==> config.mk <==
export PLATFORM = sky130hd
export DESIGN_NAME = gpio_data_register_bank
export DESIGN_NICKNAME = d
export VERILOG_FILES = /design/src/gpio_bank_pkg.sv /design/src/gpio_data_register_bank.sv /design/src/gpio_port_cell.sv
export VERILOG_INCLUDE_DIRS = /design/src
export SDC_FILE = /design/constraint.sdc
export NUM_CORES = 1
export LEC_CHECK = 0
export ABC_AREA = 1
export BUFFER_PORTS_ARGS = -buffer_cell sky130_fd_sc_hd__buf_4
export CAP_MARGIN = 20
export CORE_AREA = 3 3 126 128
export DETAILED_ROUTE_END_ITERATION = 8
export DIE_AREA = 0 0 129 131
export GPL_TIMING_DRIVEN = 0
export PLACE_DENSITY = 0.66
export SYNTH_ARGS = -nofsm -noshare
export SYNTH_HDL_FRONTEND = slang
export SYNTH_SLANG_ARGS = --single-unit
==> constraint.sdc <==
create_clock -name clk_i -period 2 [get_ports clk_i]
set_input_delay 0.2 -clock clk_i [delete_from_list [all_inputs] [get_ports clk_i]]
set_output_delay 0.2 -clock clk_i [all_outputs]
set_load 0.005 [all_outputs]
==> src/gpio_bank_consts.svh <==
// offsets, bit layouts, widths and reset values of the gpio data banks
// assumes it is included once per file by its bare name
`ifndef GPIO_BANK_CONSTS_SVH
`define GPIO_BANK_CONSTS_SVH

// register indices; byte address is four times the index
`define IDX_BANK_FIRST 6'h0C
`define IDX_BANK_SECOND 6'h0D
`define IDX_BANK_THIRD 6'h0E
`define IDX_BANK_FOURTH 6'h0F
`define IDX_BANK_FIFTH 6'h10

`define BANK_COUNT 5
`define BANK_WIDTH 8
`define PORT_COUNT 40

// ports that are gpio by default, and ports that are gpio only through alternate select
`define MASK_PLAIN 40'hFF_FFFF_0F0E
`define MASK_ALT_ONLY 40'h00_0000_00C0

`define DATA_RESET 1'b0
`define DAT_WIDTH 32
`define ADR_WIDTH 8
`define SEL_WIDTH 4

`endif

==> src/gpio_bank_pkg.sv <==
// types shared by the gpio data bank files
// assumes gpio_bank_consts.svh is on the include path
`include "gpio_bank_consts.svh"

package gpio_bank_pkg;
  typedef enum {
    bank_first,
    bank_second,
    bank_third,
    bank_fourth,
    bank_fifth,
    bank_none
  } bank_e;

  typedef logic [`PORT_COUNT-1:0] port_vec_t;
endpackage

==> src/gpio_data_register_bank.sv <==
// gpio data register bank: five 8-bit data registers on a wishbone slave
// assumes direction, polarity and alternate select come from config space
//
// Function
// - each port owns exactly one data bit
// - five 8-bit banks hold the port bits
// - input port read returns pin level
// - output port drives the written value
// - value latched at input read and output write
// - first three banks at 0C, 0D, 0E
// - fourth at 0F; fifth moved to 10
// - first and second bank bit layouts fixed
// - alternate functions selected outside, per pin
// - banks three to five: serial modem lines
// - input write ignored; output read returns data
`include "gpio_bank_consts.svh"

module gpio_data_register_bank
  import gpio_bank_pkg::*;
#(
  parameter int PORTS = `PORT_COUNT
)
(
  input wire logic clk_i,
  input wire logic rst_i,
  input wire logic wb_cyc_i,
  input wire logic wb_stb_i,
  input wire logic wb_we_i,
  input wire logic [`ADR_WIDTH-1:0] wb_adr_i,
  input wire logic [`SEL_WIDTH-1:0] wb_sel_i,
  input wire logic [`DAT_WIDTH-1:0] wb_dat_i,
  output logic [`DAT_WIDTH-1:0] wb_dat_o,
  output logic wb_ack_o,
  input wire logic [PORTS-1:0] port_dir_in_i,
  input wire logic [PORTS-1:0] port_invert_i,
  input wire logic [PORTS-1:0] port_alt_sel_i,
  input wire logic [PORTS-1:0] pin_i,
  output logic [PORTS-1:0] pin_o,
  output logic [PORTS-1:0] pin_oe_o
);

  // ************************************************************
  // bus handshake and decode
  // ************************************************************
  logic ack_q;
  logic take;
  logic [5:0] index;
  bank_e bank;
  logic [PORTS-1:0] active;
  logic [PORTS-1:0] acc;
  logic [PORTS-1:0] rbit;
  logic [PORTS-1:0] data_vec;
  logic [`BANK_WIDTH-1:0] rbyte;
  logic [`DAT_WIDTH-1:0] dat_q;
  logic [`DAT_WIDTH-1:0] dat_d;

  // one access per request; ack drops the cycle after it is given
  assign take = wb_cyc_i && wb_stb_i && !ack_q;
  assign index = wb_adr_i[`ADR_WIDTH-1:2];

  always_comb begin
    case (index)
      `IDX_BANK_FIRST: bank = bank_first;
      `IDX_BANK_SECOND: bank = bank_second;
      `IDX_BANK_THIRD: bank = bank_third;
      `IDX_BANK_FOURTH: bank = bank_fourth;
      `IDX_BANK_FIFTH: bank = bank_fifth;
      default: bank = bank_none;
    endcase
  end

  always_ff @(posedge clk_i) begin
    if (rst_i) begin
      ack_q <= 1'b0;
    end else begin
      ack_q <= take;
    end
  end

  assign wb_ack_o = ack_q;

  // ************************************************************
  // port cells
  // ************************************************************
  // a port is live when it is plain gpio with no alternate selected,
  // or an alternate-only slot whose select picks gpio
  assign active = (`MASK_PLAIN & ~port_alt_sel_i)
                | (`MASK_ALT_ONLY & port_alt_sel_i);

  genvar gi;
  generate
    for (gi = 0; gi < PORTS; gi++) begin : g_port
      assign acc[gi] = take && (int'(bank) == gi / `BANK_WIDTH)
                     && (!wb_we_i || wb_sel_i[0]);
      gpio_port_cell u_cell (
        .clk_i(clk_i),
        .rst_i(rst_i),
        .active_i(active[gi]),
        .acc_i(acc[gi]),
        .we_i(wb_we_i),
        .wbit_i(wb_dat_i[gi % `BANK_WIDTH]),
        .dir_in_i(port_dir_in_i[gi]),
        .invert_i(port_invert_i[gi]),
        .pin_i(pin_i[gi]),
        .pin_o(pin_o[gi]),
        .pin_oe_o(pin_oe_o[gi]),
        .data_o(data_vec[gi]),
        .rbit_o(rbit[gi])
      );
    end
  endgenerate

  // ************************************************************
  // read data
  // ************************************************************
  always_comb begin
    case (bank)
      bank_first: rbyte = rbit[7:0];
      bank_second: rbyte = rbit[15:8];
      bank_third: rbyte = rbit[23:16];
      bank_fourth: rbyte = rbit[31:24];
      bank_fifth: rbyte = rbit[39:32];
      default: rbyte = 8'h00;
    endcase
    dat_d = {24'h00_0000, rbyte};
  end

  // read value is captured at the access edge, so it holds through ack
  always_ff @(posedge clk_i) begin
    if (rst_i) begin
      dat_q <= 32'h0000_0000;
    end else if (take && !wb_we_i) begin
      dat_q <= dat_d;
    end else if (take) begin
      dat_q <= 32'h0000_0000;
    end
  end

  assign wb_dat_o = dat_q;

  logic [PORTS-1:0] pin_lvl;
  assign pin_lvl = pin_i ^ port_invert_i;
endmodule // gpio_data_register_bank

==> src/gpio_port_cell.sv <==
// one gpio port: its single data bit, pin drive and read value
// assumes a one-cycle access strobe from the register decode
`include "gpio_bank_consts.svh"

module gpio_port_cell
  import gpio_bank_pkg::*;
(
  input wire logic clk_i,
  input wire logic rst_i,
  input wire logic active_i,
  input wire logic acc_i,
  input wire logic we_i,
  input wire logic wbit_i,
  input wire logic dir_in_i,
  input wire logic invert_i,
  input wire logic pin_i,
  output logic pin_o,
  output logic pin_oe_o,
  output logic data_o,
  output logic rbit_o
);

  // ************************************************************
  // data bit
  // ************************************************************
  logic data_q;

  always_ff @(posedge clk_i) begin
    if (rst_i) begin
      data_q <= `DATA_RESET;
    end else if (acc_i && active_i) begin
      if (!we_i && dir_in_i) begin
        data_q <= pin_i ^ invert_i;
      end else if (we_i && !dir_in_i) begin
        data_q <= wbit_i;
      end
    end
  end

  // ************************************************************
  // pin and read path
  // ************************************************************
  // an input reads the live pin so the value returned is the one latched
  always_comb begin
    rbit_o = 1'b0;
    if (active_i) begin
      rbit_o = dir_in_i ? (pin_i ^ invert_i) : data_q;
    end
  end

  assign pin_o = data_q ^ invert_i;
  assign pin_oe_o = active_i && !dir_in_i;
  assign data_o = data_q;

endmodule // gpio_port_cell
After elaboration in Yosys (flattened, before gate mapping):

Index checks and enable logic that the tools add are counted.

* eq/ne operators: 13
* multiplexer cells: 164
* bitwise operators: 82
* reduce and logical (&&, ||, !) cells: 299

Operators by type and width (count)
* 1-bit logical AND: 173
* 1-bit two-way mux: 160
* 32-bit by 2-bit == test with 1-bit output, second input constant: 3
* 32-bit by 3-bit == test with 1-bit output, second input constant: 3
* 2-bit nonzero test: 41
* 2-bit AND reduction: 40
* 1-bit XOR: 80
* 32-bit logical NOT: 2
* 1-bit logical NOT: 42
* 40-bit NOT: 1
* 40-bit by 8-bit bitwise OR with 40-bit output: 1
* 8-bit case mux with 5 select lines: 1
* 32-bit by 1-bit == test with 1-bit output, second input constant: 1
* 32-bit by 4-bit == test with 1-bit output, second input constant: 1
* 6-bit by 4-bit == test with 1-bit output, second input constant: 4
* 8-bit two-way mux: 2
* 3-bit case mux with 5 select lines: 1
* 6-bit by 5-bit == test with 1-bit output, second input constant: 1
* 1-bit logical OR: 1

* flip-flop bits (word level): 49
* logic and storage cells: 600

Logic depth before layout (Yosys ltp):

Gate-level depths: netlist of the first run.

* depth in word-level cells: 7
* mapped depth: 10

Modules after synthesis:

Synthesis of the first run repeated with hierarchy kept, for this count alone.

* cells, all modules: 1019
* area total of the unflattened synthesis: 6291.0 µm²

Modules (own cells, without submodules)
* gpio_port_cell: instances 40, cells each 21, area an instance 128.9 µm², sequential area each 20.0 µm²
* gpio_data_register_bank: instances 1, cells each 179, area an instance 1136.1 µm², sequential area each 180.2 µm²

Least setup slack after synthesis of the first run:

OpenSTA, ideal clock, no wires.

* kind: input -> register
* from: in wb_we_i
* to: reg g_port[24].u_cell.data_q
* setup time: 0.116 ns
* data arrival time: 1.406 ns
* path slack: 0.478 ns
* stages on the path: 8
* path through: inv_2 -> nor2_1 -> nor2_4 -> inv_2 -> nor2_8 -> nand3_2 -> o21ai_1 -> a21oi_1

* cells in the longest elaborated chain, start to end: 5

RTL lines
* from (decl): RTL line gpio_data_register_bank.sv:28 `input wire logic wb_we_i,`
* 1-bit logical NOT: RTL line gpio_data_register_bank.sv:94, gpio_port_cell.sv:32
* 1-bit logical OR: RTL line gpio_data_register_bank.sv:94 `&& (!wb_we_i || wb_sel_i[0]);`
* 1-bit logical AND: RTL line gpio_data_register_bank.sv:93 `` assign acc[gi] = take && (int'(bank) == gi / `BANK_WIDTH) ``
* 1-bit logical AND: RTL line gpio_port_cell.sv:31 `end else if (acc_i && active_i) begin`
* 2-bit AND reduction (no source line)
* to (signal assigned): RTL line gpio_port_cell.sv:30 `` data_q <= `DATA_RESET; ``
* to (signal assigned): RTL line gpio_port_cell.sv:33 `data_q <= pin_i ^ invert_i;`
* to (signal assigned): RTL line gpio_port_cell.sv:35 `data_q <= wbit_i;`
* to (decl): RTL line gpio_port_cell.sv:26 `logic data_q;`

Several ways; a longest one is shown, not always the timed one.
A chain may end at the register's enable or synchronous reset.

Worst setup path in the final report of the first run:

* from: in wb_we_i
* to: reg g_port[1].u_cell.data_q

* cells in the longest elaborated chain, start to end: 5

RTL lines (RTL line)
* 1-bit logical NOT: gpio_data_register_bank.sv:94, gpio_port_cell.sv:32
* 1-bit logical OR: gpio_data_register_bank.sv:94
* 1-bit logical AND: gpio_data_register_bank.sv:93
* 1-bit logical AND: gpio_port_cell.sv:31
* 2-bit AND reduction (no source line)
* to (signal assigned): gpio_port_cell.sv:30
* to (signal assigned): gpio_port_cell.sv:33
* to (signal assigned): gpio_port_cell.sv:35
* to (decl): gpio_port_cell.sv:26

Several ways; a longest one is shown, not always the timed one.

==> summary.md, run 1 <==
| Metric | Value |
|---|---|
| Via count | `5593` |
| Distinct cell type count after synthesis | `33` |
| Pin count of the biggest net entering global routing | `35` |
| Setup slack, reg-to-reg | `0.44 ns` |
| EDFF count, synth | `0` |
| Grt ovf | `0` |
| Final #Nets | `1311` |
| Leak pwr | `3.99 nW` |
| Top FF cell, synth | `dfxtp_1` |
| Vias per cell | `4.45` |
| Crit share post-route | `0.814` |
| CTS Buffer Depth | `2` |
| Row cnt | `45` |
| RD Place Congestion | `0.788` |
| Syn_area_per_cell | `6.36 sq um` |
| Clk_lat worst skew | `0.30 ns` |
| Pwr per Cell Area | `377 nW/um^2` |
| CTS tree | `yes` |
| Vias in the first global route | `4857` |
| Post-DRT Antenna Nets | `0` |
| Root Buffer | `clkbuf_16` |
| DIE WIDTH | `129 microns` |
| Max-slew violation count | `0` |
| Number of port buffers | `232` |
| Async SR Flop Fraction | `0` |
| Maxcap violations | `0` |
| Final Critical Period | `1.63 ns` |
| Finish-stage setup viols | `0` |
| Slew at the pin closest to its max-slew limit | `0.672 ns` |
| DRC viols | `0` |
| Antenna violations before repair | `0` |
| Boundary Pins | `322` |
| All-layer global routing usage | `0.186` |
| Post-synthesis sequential area ratio | `0.165` |
| Relative slew slack | `0.552` |
| Syn. warnings | `0` |
| Setup CP Type | `primary input to register` |
| # clock sinks | `42` |
| Routed WL | `16600 microns` |
| Status | `finished, final reports clean` |
| Clock transition at path regs | `0.07 ns` |
| Worst EP arrival | `1.82 ns` |
| Worst Setup End Kind | `register` |
| Drt wl/cell | `13.2 microns` |
| Setup TNS | `0 ns` |
| Reg2Reg Depth | `7` |
| R2R Path End | `wb_dat_o[7]` |
| Hold Path Class | `primary input to register` |
| Post-DP HPWL | `13500 microns` |
| Die area | `16900 sq um` |
| Chip Height | `131 microns` |
| Max VDD drop | `0.000323 V` |
| Global-route wire length before repair | `24500 microns` |
| Core Area | `15000 sq um` |
| Final Skew | `0.00613 ns` |
| Yosys reg bits | `42` |
| Pwr Total | `2.76 mW` |
| Final Cell Area | `7330 sq um` |
| Starting DRT DRC Count | `171` |
| Hold Fails Final Rpt | `0` |
| Highest Clock Rate | `614 MHz` |
| Starting Density | `0.340` |
| Area Overhead vs Synth | `44.1%` |
| Cell Area, Synth | `5090 sq um` |
| Reg2reg start | `wb_ack_o` |
| Synthesized instance count | `800` |
| Startpoint types | `primary input` |
| CP startpoint | `wb_we_i` |
| # diodes | `0` |
| Layout cells sized above 1 | `0.362` |
| DR pass1 iterations | `4` |
| H-Tree Depth | `2` |
| Worst setup path end | `g_port[1].u_cell.data_o` |
| Worst Path Required | `2.19 ns` |
| Crit-path max FO | `34` |
| RSZ-0062 raised after global routing | `no` |
| Total CTS buffers | `5` |
| Area post-placement | `7180 sq um` |
-- worst max-delay path: stages --
cell     delay [ns]
buf_4          0.12
inv_4          0.36
nor2_1         0.14
nor2_4         0.19
inv_2          0.17
nor2_2         0.29
nand2_1        0.11
o21ai_0        0.17
a21oi_1        0.05
-- synth_stat cells (all sizes together) (3+ instances only) --
master  count  area share
a21oi      51       0.053
a31o        4      0.0069
a31oi      18       0.022
buf       105        0.15
clkbuf      4      0.0030
dfxtp      42        0.17
ha         33       0.081
inv       102       0.076
nand2     109       0.085
nand3      63       0.070
nor2      170        0.14
nor3        8       0.017
o21ai      39       0.038
o21bai      3      0.0044
xnor2      10       0.017
xor2       34       0.059
-- registers in the layout, indices dropped and copies added, names as in the netlist --
| register | flops |
|---|---|
| g_port.u_cell.data_o | 33 |
| wb_ack_o | 1 |
| wb_dat_o | 8 |
-- where the power goes --
group          internal, mW  switching [mW]
Clock                 0.496           0.385
Combinational         0.577           0.465
Sequential            0.838         0.00104
Total                  1.91           0.852
-- routing by layer --
| metal | global-route usage | routed length (microns) | part of all wire |
|---|---|---|---|
| met5 | 0 | 0 | 0 |
| met2 | 0.326 | 8060 | 0.49 |
| met4 | 0.0358 | 157 | 0.0095 |
| met3 | 0.0484 | 1310 | 0.079 |
| met1 | 0.231 | 7030 | 0.42 |
-- kinds of logic after synthesis --
| kind of cell | synth area share |
|---|---|
| and+or+nand+nor | 0.317 |
| xor gates and xnor gates | 0.0758 |
| AOI/OAI and AO/OA | 0.125 |
| buffers and inverters | 0.233 |
| muxes | 0.00221 |
| other | 0.000737 |
| DFF | 0.165 |
| adders and majority gates | 0.0812 |
-- final cells by class --
type                    count  area [sq um]
well taps                 188           235
clock buffers               6           139
clock inverters             2          12.5
flip-flops and latches     42           841
inverters                 102           388
repair buffers            232          1740
multi-input cells         577          3170
fillers                  1591          7650
plain buffers             109           801
-- placed cells by master (no fill, tap or decap), drive strengths merged --
| master | Yosys | final |
|---|---|---|
| buf | 105 | 337 |
| nor2 | 170 | 170 |
| nand2 | 109 | 109 |
| inv | 102 | 102 |
| nand3 | 63 | 63 |
| a21oi | 51 | 51 |
| dfxtp | 42 | 42 |
| o21ai | 39 | 39 |
| xor2 | 34 | 34 |
| ha | 33 | 33 |
| conb | 1 | 31 |
| a31oi | 18 | 18 |
| xnor2 | 10 | 10 |
| clkbuf | 4 | 10 |
| nor3 | 8 | 8 |
| a31o | 4 | 4 |
| o21bai | 3 | 3 |
| and2 | 2 | 2 |
| nand3b | 1 | 1 |
| mux2 | 1 | 1 |
| clkinvlp | 0 | 1 |
| clkinv | 0 | 1 |
-- per-stage QoR --
step	util	worst slack (ns)	hold slack (ns)	instances
after global routing	0.489	0.161	0.196	1258
after global placement	0.479	-0.295	0.455	1250
after CTS	0.489	0.0695	0.170	1258
after floorplan	-	0.478	0.356	830
final	0.489	0.372	0.175	1258
after detailed placement	0.479	-0.253	0.457	1250
-- how the worst min path moves through the flow --
stage | startpoint | cells after the start | to
floorplan | port_alt_sel_i[16] | 2 | g_port[16].u_cell.data_o
global route | port_alt_sel_i[20] | 3 | g_port[20].u_cell.data_o
global placement | wb_dat_o[1] | 2 | wb_dat_o[1]
finish | port_alt_sel_i[17] | 3 | g_port[17].u_cell.data_o
detailed placement | wb_dat_o[3] | 2 | wb_dat_o[3]
CTS | port_alt_sel_i[17] | 3 | g_port[17].u_cell.data_o
-- what timing repair did --
item	CTS	global route
setup endpoints to repair	0	12
buffers inserted	0	0
gates resized for setup	0	2
hold buffers	0	0
Power figures use the tool's default switching activity.
==> inputs of run 2 (changes only) <==
--- a/config.mk
+++ b/config.mk
@@ -9,11 +9,11 @@
 export ABC_AREA = 1
 export BUFFER_PORTS_ARGS = -buffer_cell sky130_fd_sc_hd__buf_4
 export CAP_MARGIN = 20
-export CORE_AREA = 3 3 126 128
+export CORE_AREA = 3 3 124 126
 export DETAILED_ROUTE_END_ITERATION = 8
-export DIE_AREA = 0 0 129 131
+export DIE_AREA = 0 0 127 129
 export GPL_TIMING_DRIVEN = 0
-export PLACE_DENSITY = 0.66
+export PLACE_DENSITY = 0.71
 export SYNTH_ARGS = -nofsm -noshare
 export SYNTH_HDL_FRONTEND = slang
 export SYNTH_SLANG_ARGS = --single-unit
==> constraint.sdc (replaced) <==
create_clock -name clk_i -period 1.4 [get_ports clk_i]
set_input_delay 0.14 -clock clk_i [delete_from_list [all_inputs] [get_ports clk_i]]
set_output_delay 0.14 -clock clk_i [all_outputs]
set_load 0.005 [all_outputs]
==> summary.md, run 2 (synthesized netlist as in run 1, its figures left out) <==
| Metric | Value |
|---|---|
| Worst Path Required | `1.58 ns (-0.61 ns)` |
| Clock transition at path regs | `0.07 ns (about the same)` |
| Pin count of the biggest net entering global routing | `35 (unchanged)` |
| Pwr per Cell Area | `524 nW/um^2 (+39%)` |
| Pwr Total | `3.95 mW (+43%)` |
| Relative slew slack | `0.581 (+0.0294)` |
| Total CTS buffers | `5 (unchanged)` |
| DIE WIDTH | `127 microns (-1.6%)` |
| Most frequent cells in the layout | `buf_4 (343), nor2_1 (158), nand2_1 (97)` |
| Reg2reg start | `wb_ack_o` |
| Starting Density | `0.353 (+0.0130)` |
| Post-DRT Antenna Nets | `0 (unchanged)` |
| Uppermost layer routed | `met4` |
| Vias per cell | `4.52 (+1.7%)` |
| Wl on met1 | `7000 microns (-0.43%)` |
| DR pass1 iterations | `5 (+1)` |
| Routed WL | `17000 microns (+3.0%)` |
| DRC viols | `0 (unchanged)` |
| Metal3 WL | `1410 microns (+8.0%)` |
| WP buf/inv | `1 (-2)` |
| RD Place Congestion | `0.821 (+4.3%)` |
| RSZ-0062 raised after global routing | `yes` |
| Worst EP arrival | `1.64 ns (-0.18 ns)` |
| # diodes | `0 (unchanged)` |
| Fin util | `0.523 (+0.0337)` |
| Via count | `5709 (+2.1%)` |
| Chip Height | `129 microns (-1.5%)` |
| Crit-path max FO | `7 (-79%)` |
| Largest register FFs | `33 (unchanged)` |
| # clock sinks | `42 (unchanged)` |
| Hold Path Class | `primary input to register` |
| Reg2Reg Depth | `7 (unchanged)` |
| Met2 wire length | `8560 microns (+6.2%)` |
| H-Tree Depth | `2 (unchanged)` |
| Leak pwr | `4.07 nW (+1.9%)` |
| Grt ovf | `0 (unchanged)` |
| Hold Fails Final Rpt | `0 (unchanged)` |
| CTS Buffer Depth | `2 (unchanged)` |
| Drt wl/cell | `13.5 microns (+2.5%)` |
| CTS tree | `yes` |
| Worst hold slack | `0.132 ns (-0.0425 ns)` |
| CP Depth | `7 (-2)` |
| Setup CP Type | `register to register` |
| R2R Path End | `g_port[3].u_cell.data_o` |
| Max VDD drop | `0.000338 V (+4.8%)` |
| Boundary Pins | `322 (unchanged)` |
| Final #Nets | `1320 (+0.69%)` |
| Core Area | `14400 sq um (-3.7%)` |
| Antenna violations before repair | `0 (unchanged)` |
| Final Skew | `0.00940 ns (+0.00327 ns)` |
| Placed cell count | `1246 (-0.32%)` |
| Post-DP HPWL | `13600 microns (+1.1%)` |
| Fill cell count | `1494 (-6.1%)` |
| Crit-path slowest cell | `dfxtp_2` |
| Worst Setup End Kind | `register` |
| Most used cell, CP | `nor2_4` |
| Final Critical Period | `1.46 ns` |
| Area Overhead vs Synth | `48.3%` |
| Slew at the pin closest to its max-slew limit | `0.626 ns (-0.0461 ns)` |
| Max-slew violation count | `0 (unchanged)` |
| Clk_lat worst skew | `0.29 ns (about the same)` |
| Cell family with most CP delay | `simple AND/OR/NAND/NOR gates` |
| Die area | `16400 sq um (-3.1%)` |
| Starting DRT DRC Count | `264 (+54%)` |
| Most common cell after layout, fill and taps aside | `buf_4` |
| Setup WS post-layout | `-0.0610 ns (-0.433 ns)` |
| Layout cells sized above 1 | `0.390 (+0.0285)` |
| Worst-path cell chain | `nand3b_4 -> nor2_4 -> clkinv_4 -> nor2_4 -> nand2_2 -> o21ai_2 -> a21oi_1` |
| CP startpoint | `wb_ack_o` |
| Worst setup path end | `g_port[3].u_cell.data_o` |
| Finish-stage setup viols | `22 (+22)` |
| Final non-filler cell total | `1263 (+0.40%)` |
| Violated checks | `negative setup slack` |
| Maxcap violations | `0 (unchanged)` |
| Global-route wire length before repair | `25400 microns (+3.7%)` |
| Highest Clock Rate | `684 MHz` |
| Startpoint types | `register` |
| Setup slack, reg-to-reg | `-0.06 ns (-0.50 ns)` |
| All-layer global routing usage | `0.195 (+0.00889)` |
| CTS Hold Bufs | `0 (unchanged)` |
| Worst path max stage delay | `0.33 ns (-0.03 ns)` |
| Pre-CTS setup slack | `-0.562 ns (-0.309 ns)` |
| Number of port buffers | `232 (unchanged)` |
| Status | `finished, violations left` |
| Crit share post-route | `1.04` |
| Root Buffer | `clkbuf_16` |
| Row cnt | `44 (-2.2%)` |
| Vias in the first global route | `5128 (+5.6%)` |
## run 2: changes by cell type in the layout (fill, tap and decap cells not counted), moves of 4 or more
cell     before  now
nand2_2       3   10
o21ai_2       0    8
o21ai_1       9   17
nor3_2        7    2
nand2_1     104   97
o21ai_0      30   14
nor2_1      162  158
buf_4       336  343
nor3_4        1    6
## run 2: layer usage
| metal | up-vias | GRT usage |
|---|---|---|
| met5 | - | 0 |
| met4 | 0 | 0.0265 |
| met2 | 216 | 0.358 |
| met3 | 5 | 0.0394 |
| met1 | 2517 | 0.241 |
| li1 | 2971 | - |
## run 2: timing repair
action                                  4_1_cts  5_1_grt
gates cloned                                  0        0
endpoints found under the setup margin       36       32
resized for setup                            23       32
pin swaps                                     5        3
buffers inserted                              7        2
## run 2: metrics by stage
stage	setup TNS, ns	instance area [sq um]
after floorplan	0	5200
after global placement	-13.61	7170
after detailed placement	-14.66	7170
after CTS	-0.321	7430
after global routing	-2.67	7550
final	-0.816	7550
## run 2: worst min-delay path by stage
stage	from	endpoint	slack, ns	cells past startpoint
CTS	port_alt_sel_i[16]	g_port[16].u_cell.data_o	0.12	3
global placement	port_alt_sel_i[16]	g_port[16].u_cell.data_o	0.42	3
floorplan	port_alt_sel_i[16]	g_port[16].u_cell.data_o	0.30	2
detailed placement	port_alt_sel_i[16]	g_port[16].u_cell.data_o	0.42	3
finish	port_alt_sel_i[22]	g_port[22].u_cell.data_o	0.13	3
global route	port_alt_sel_i[22]	g_port[22].u_cell.data_o	0.13	3
## run 2: power by group
group	internal [mW]	leakage [nW]	switching, mW
Combinational	0.847	3.66	0.708
Sequential	1.20	0.339	0.00187
Clock	0.662	0.0698	0.537
Total	2.71	4.07	1.25
## run 2: tightest hold or removal path: stages
cell and delay, ns:
buf_4 0.10, nor3_2 0.04, a21oi_1 0.10
## run 2: layout make-up
type | count | area [sq um] | share of cell area
Multi-Input combinational cell | 577 | 3290 | 0.436
Timing Repair Buffer | 241 | 1830 | 0.243
Sequential cell | 42 | 842 | 0.112
Buffer | 109 | 805 | 0.107
Inverter | 102 | 395 | 0.0524
Tap cell | 184 | 230 | 0.0305
Clock buffer | 5 | 125 | 0.0166
Clock inverter | 3 | 21.3 | 0.00282
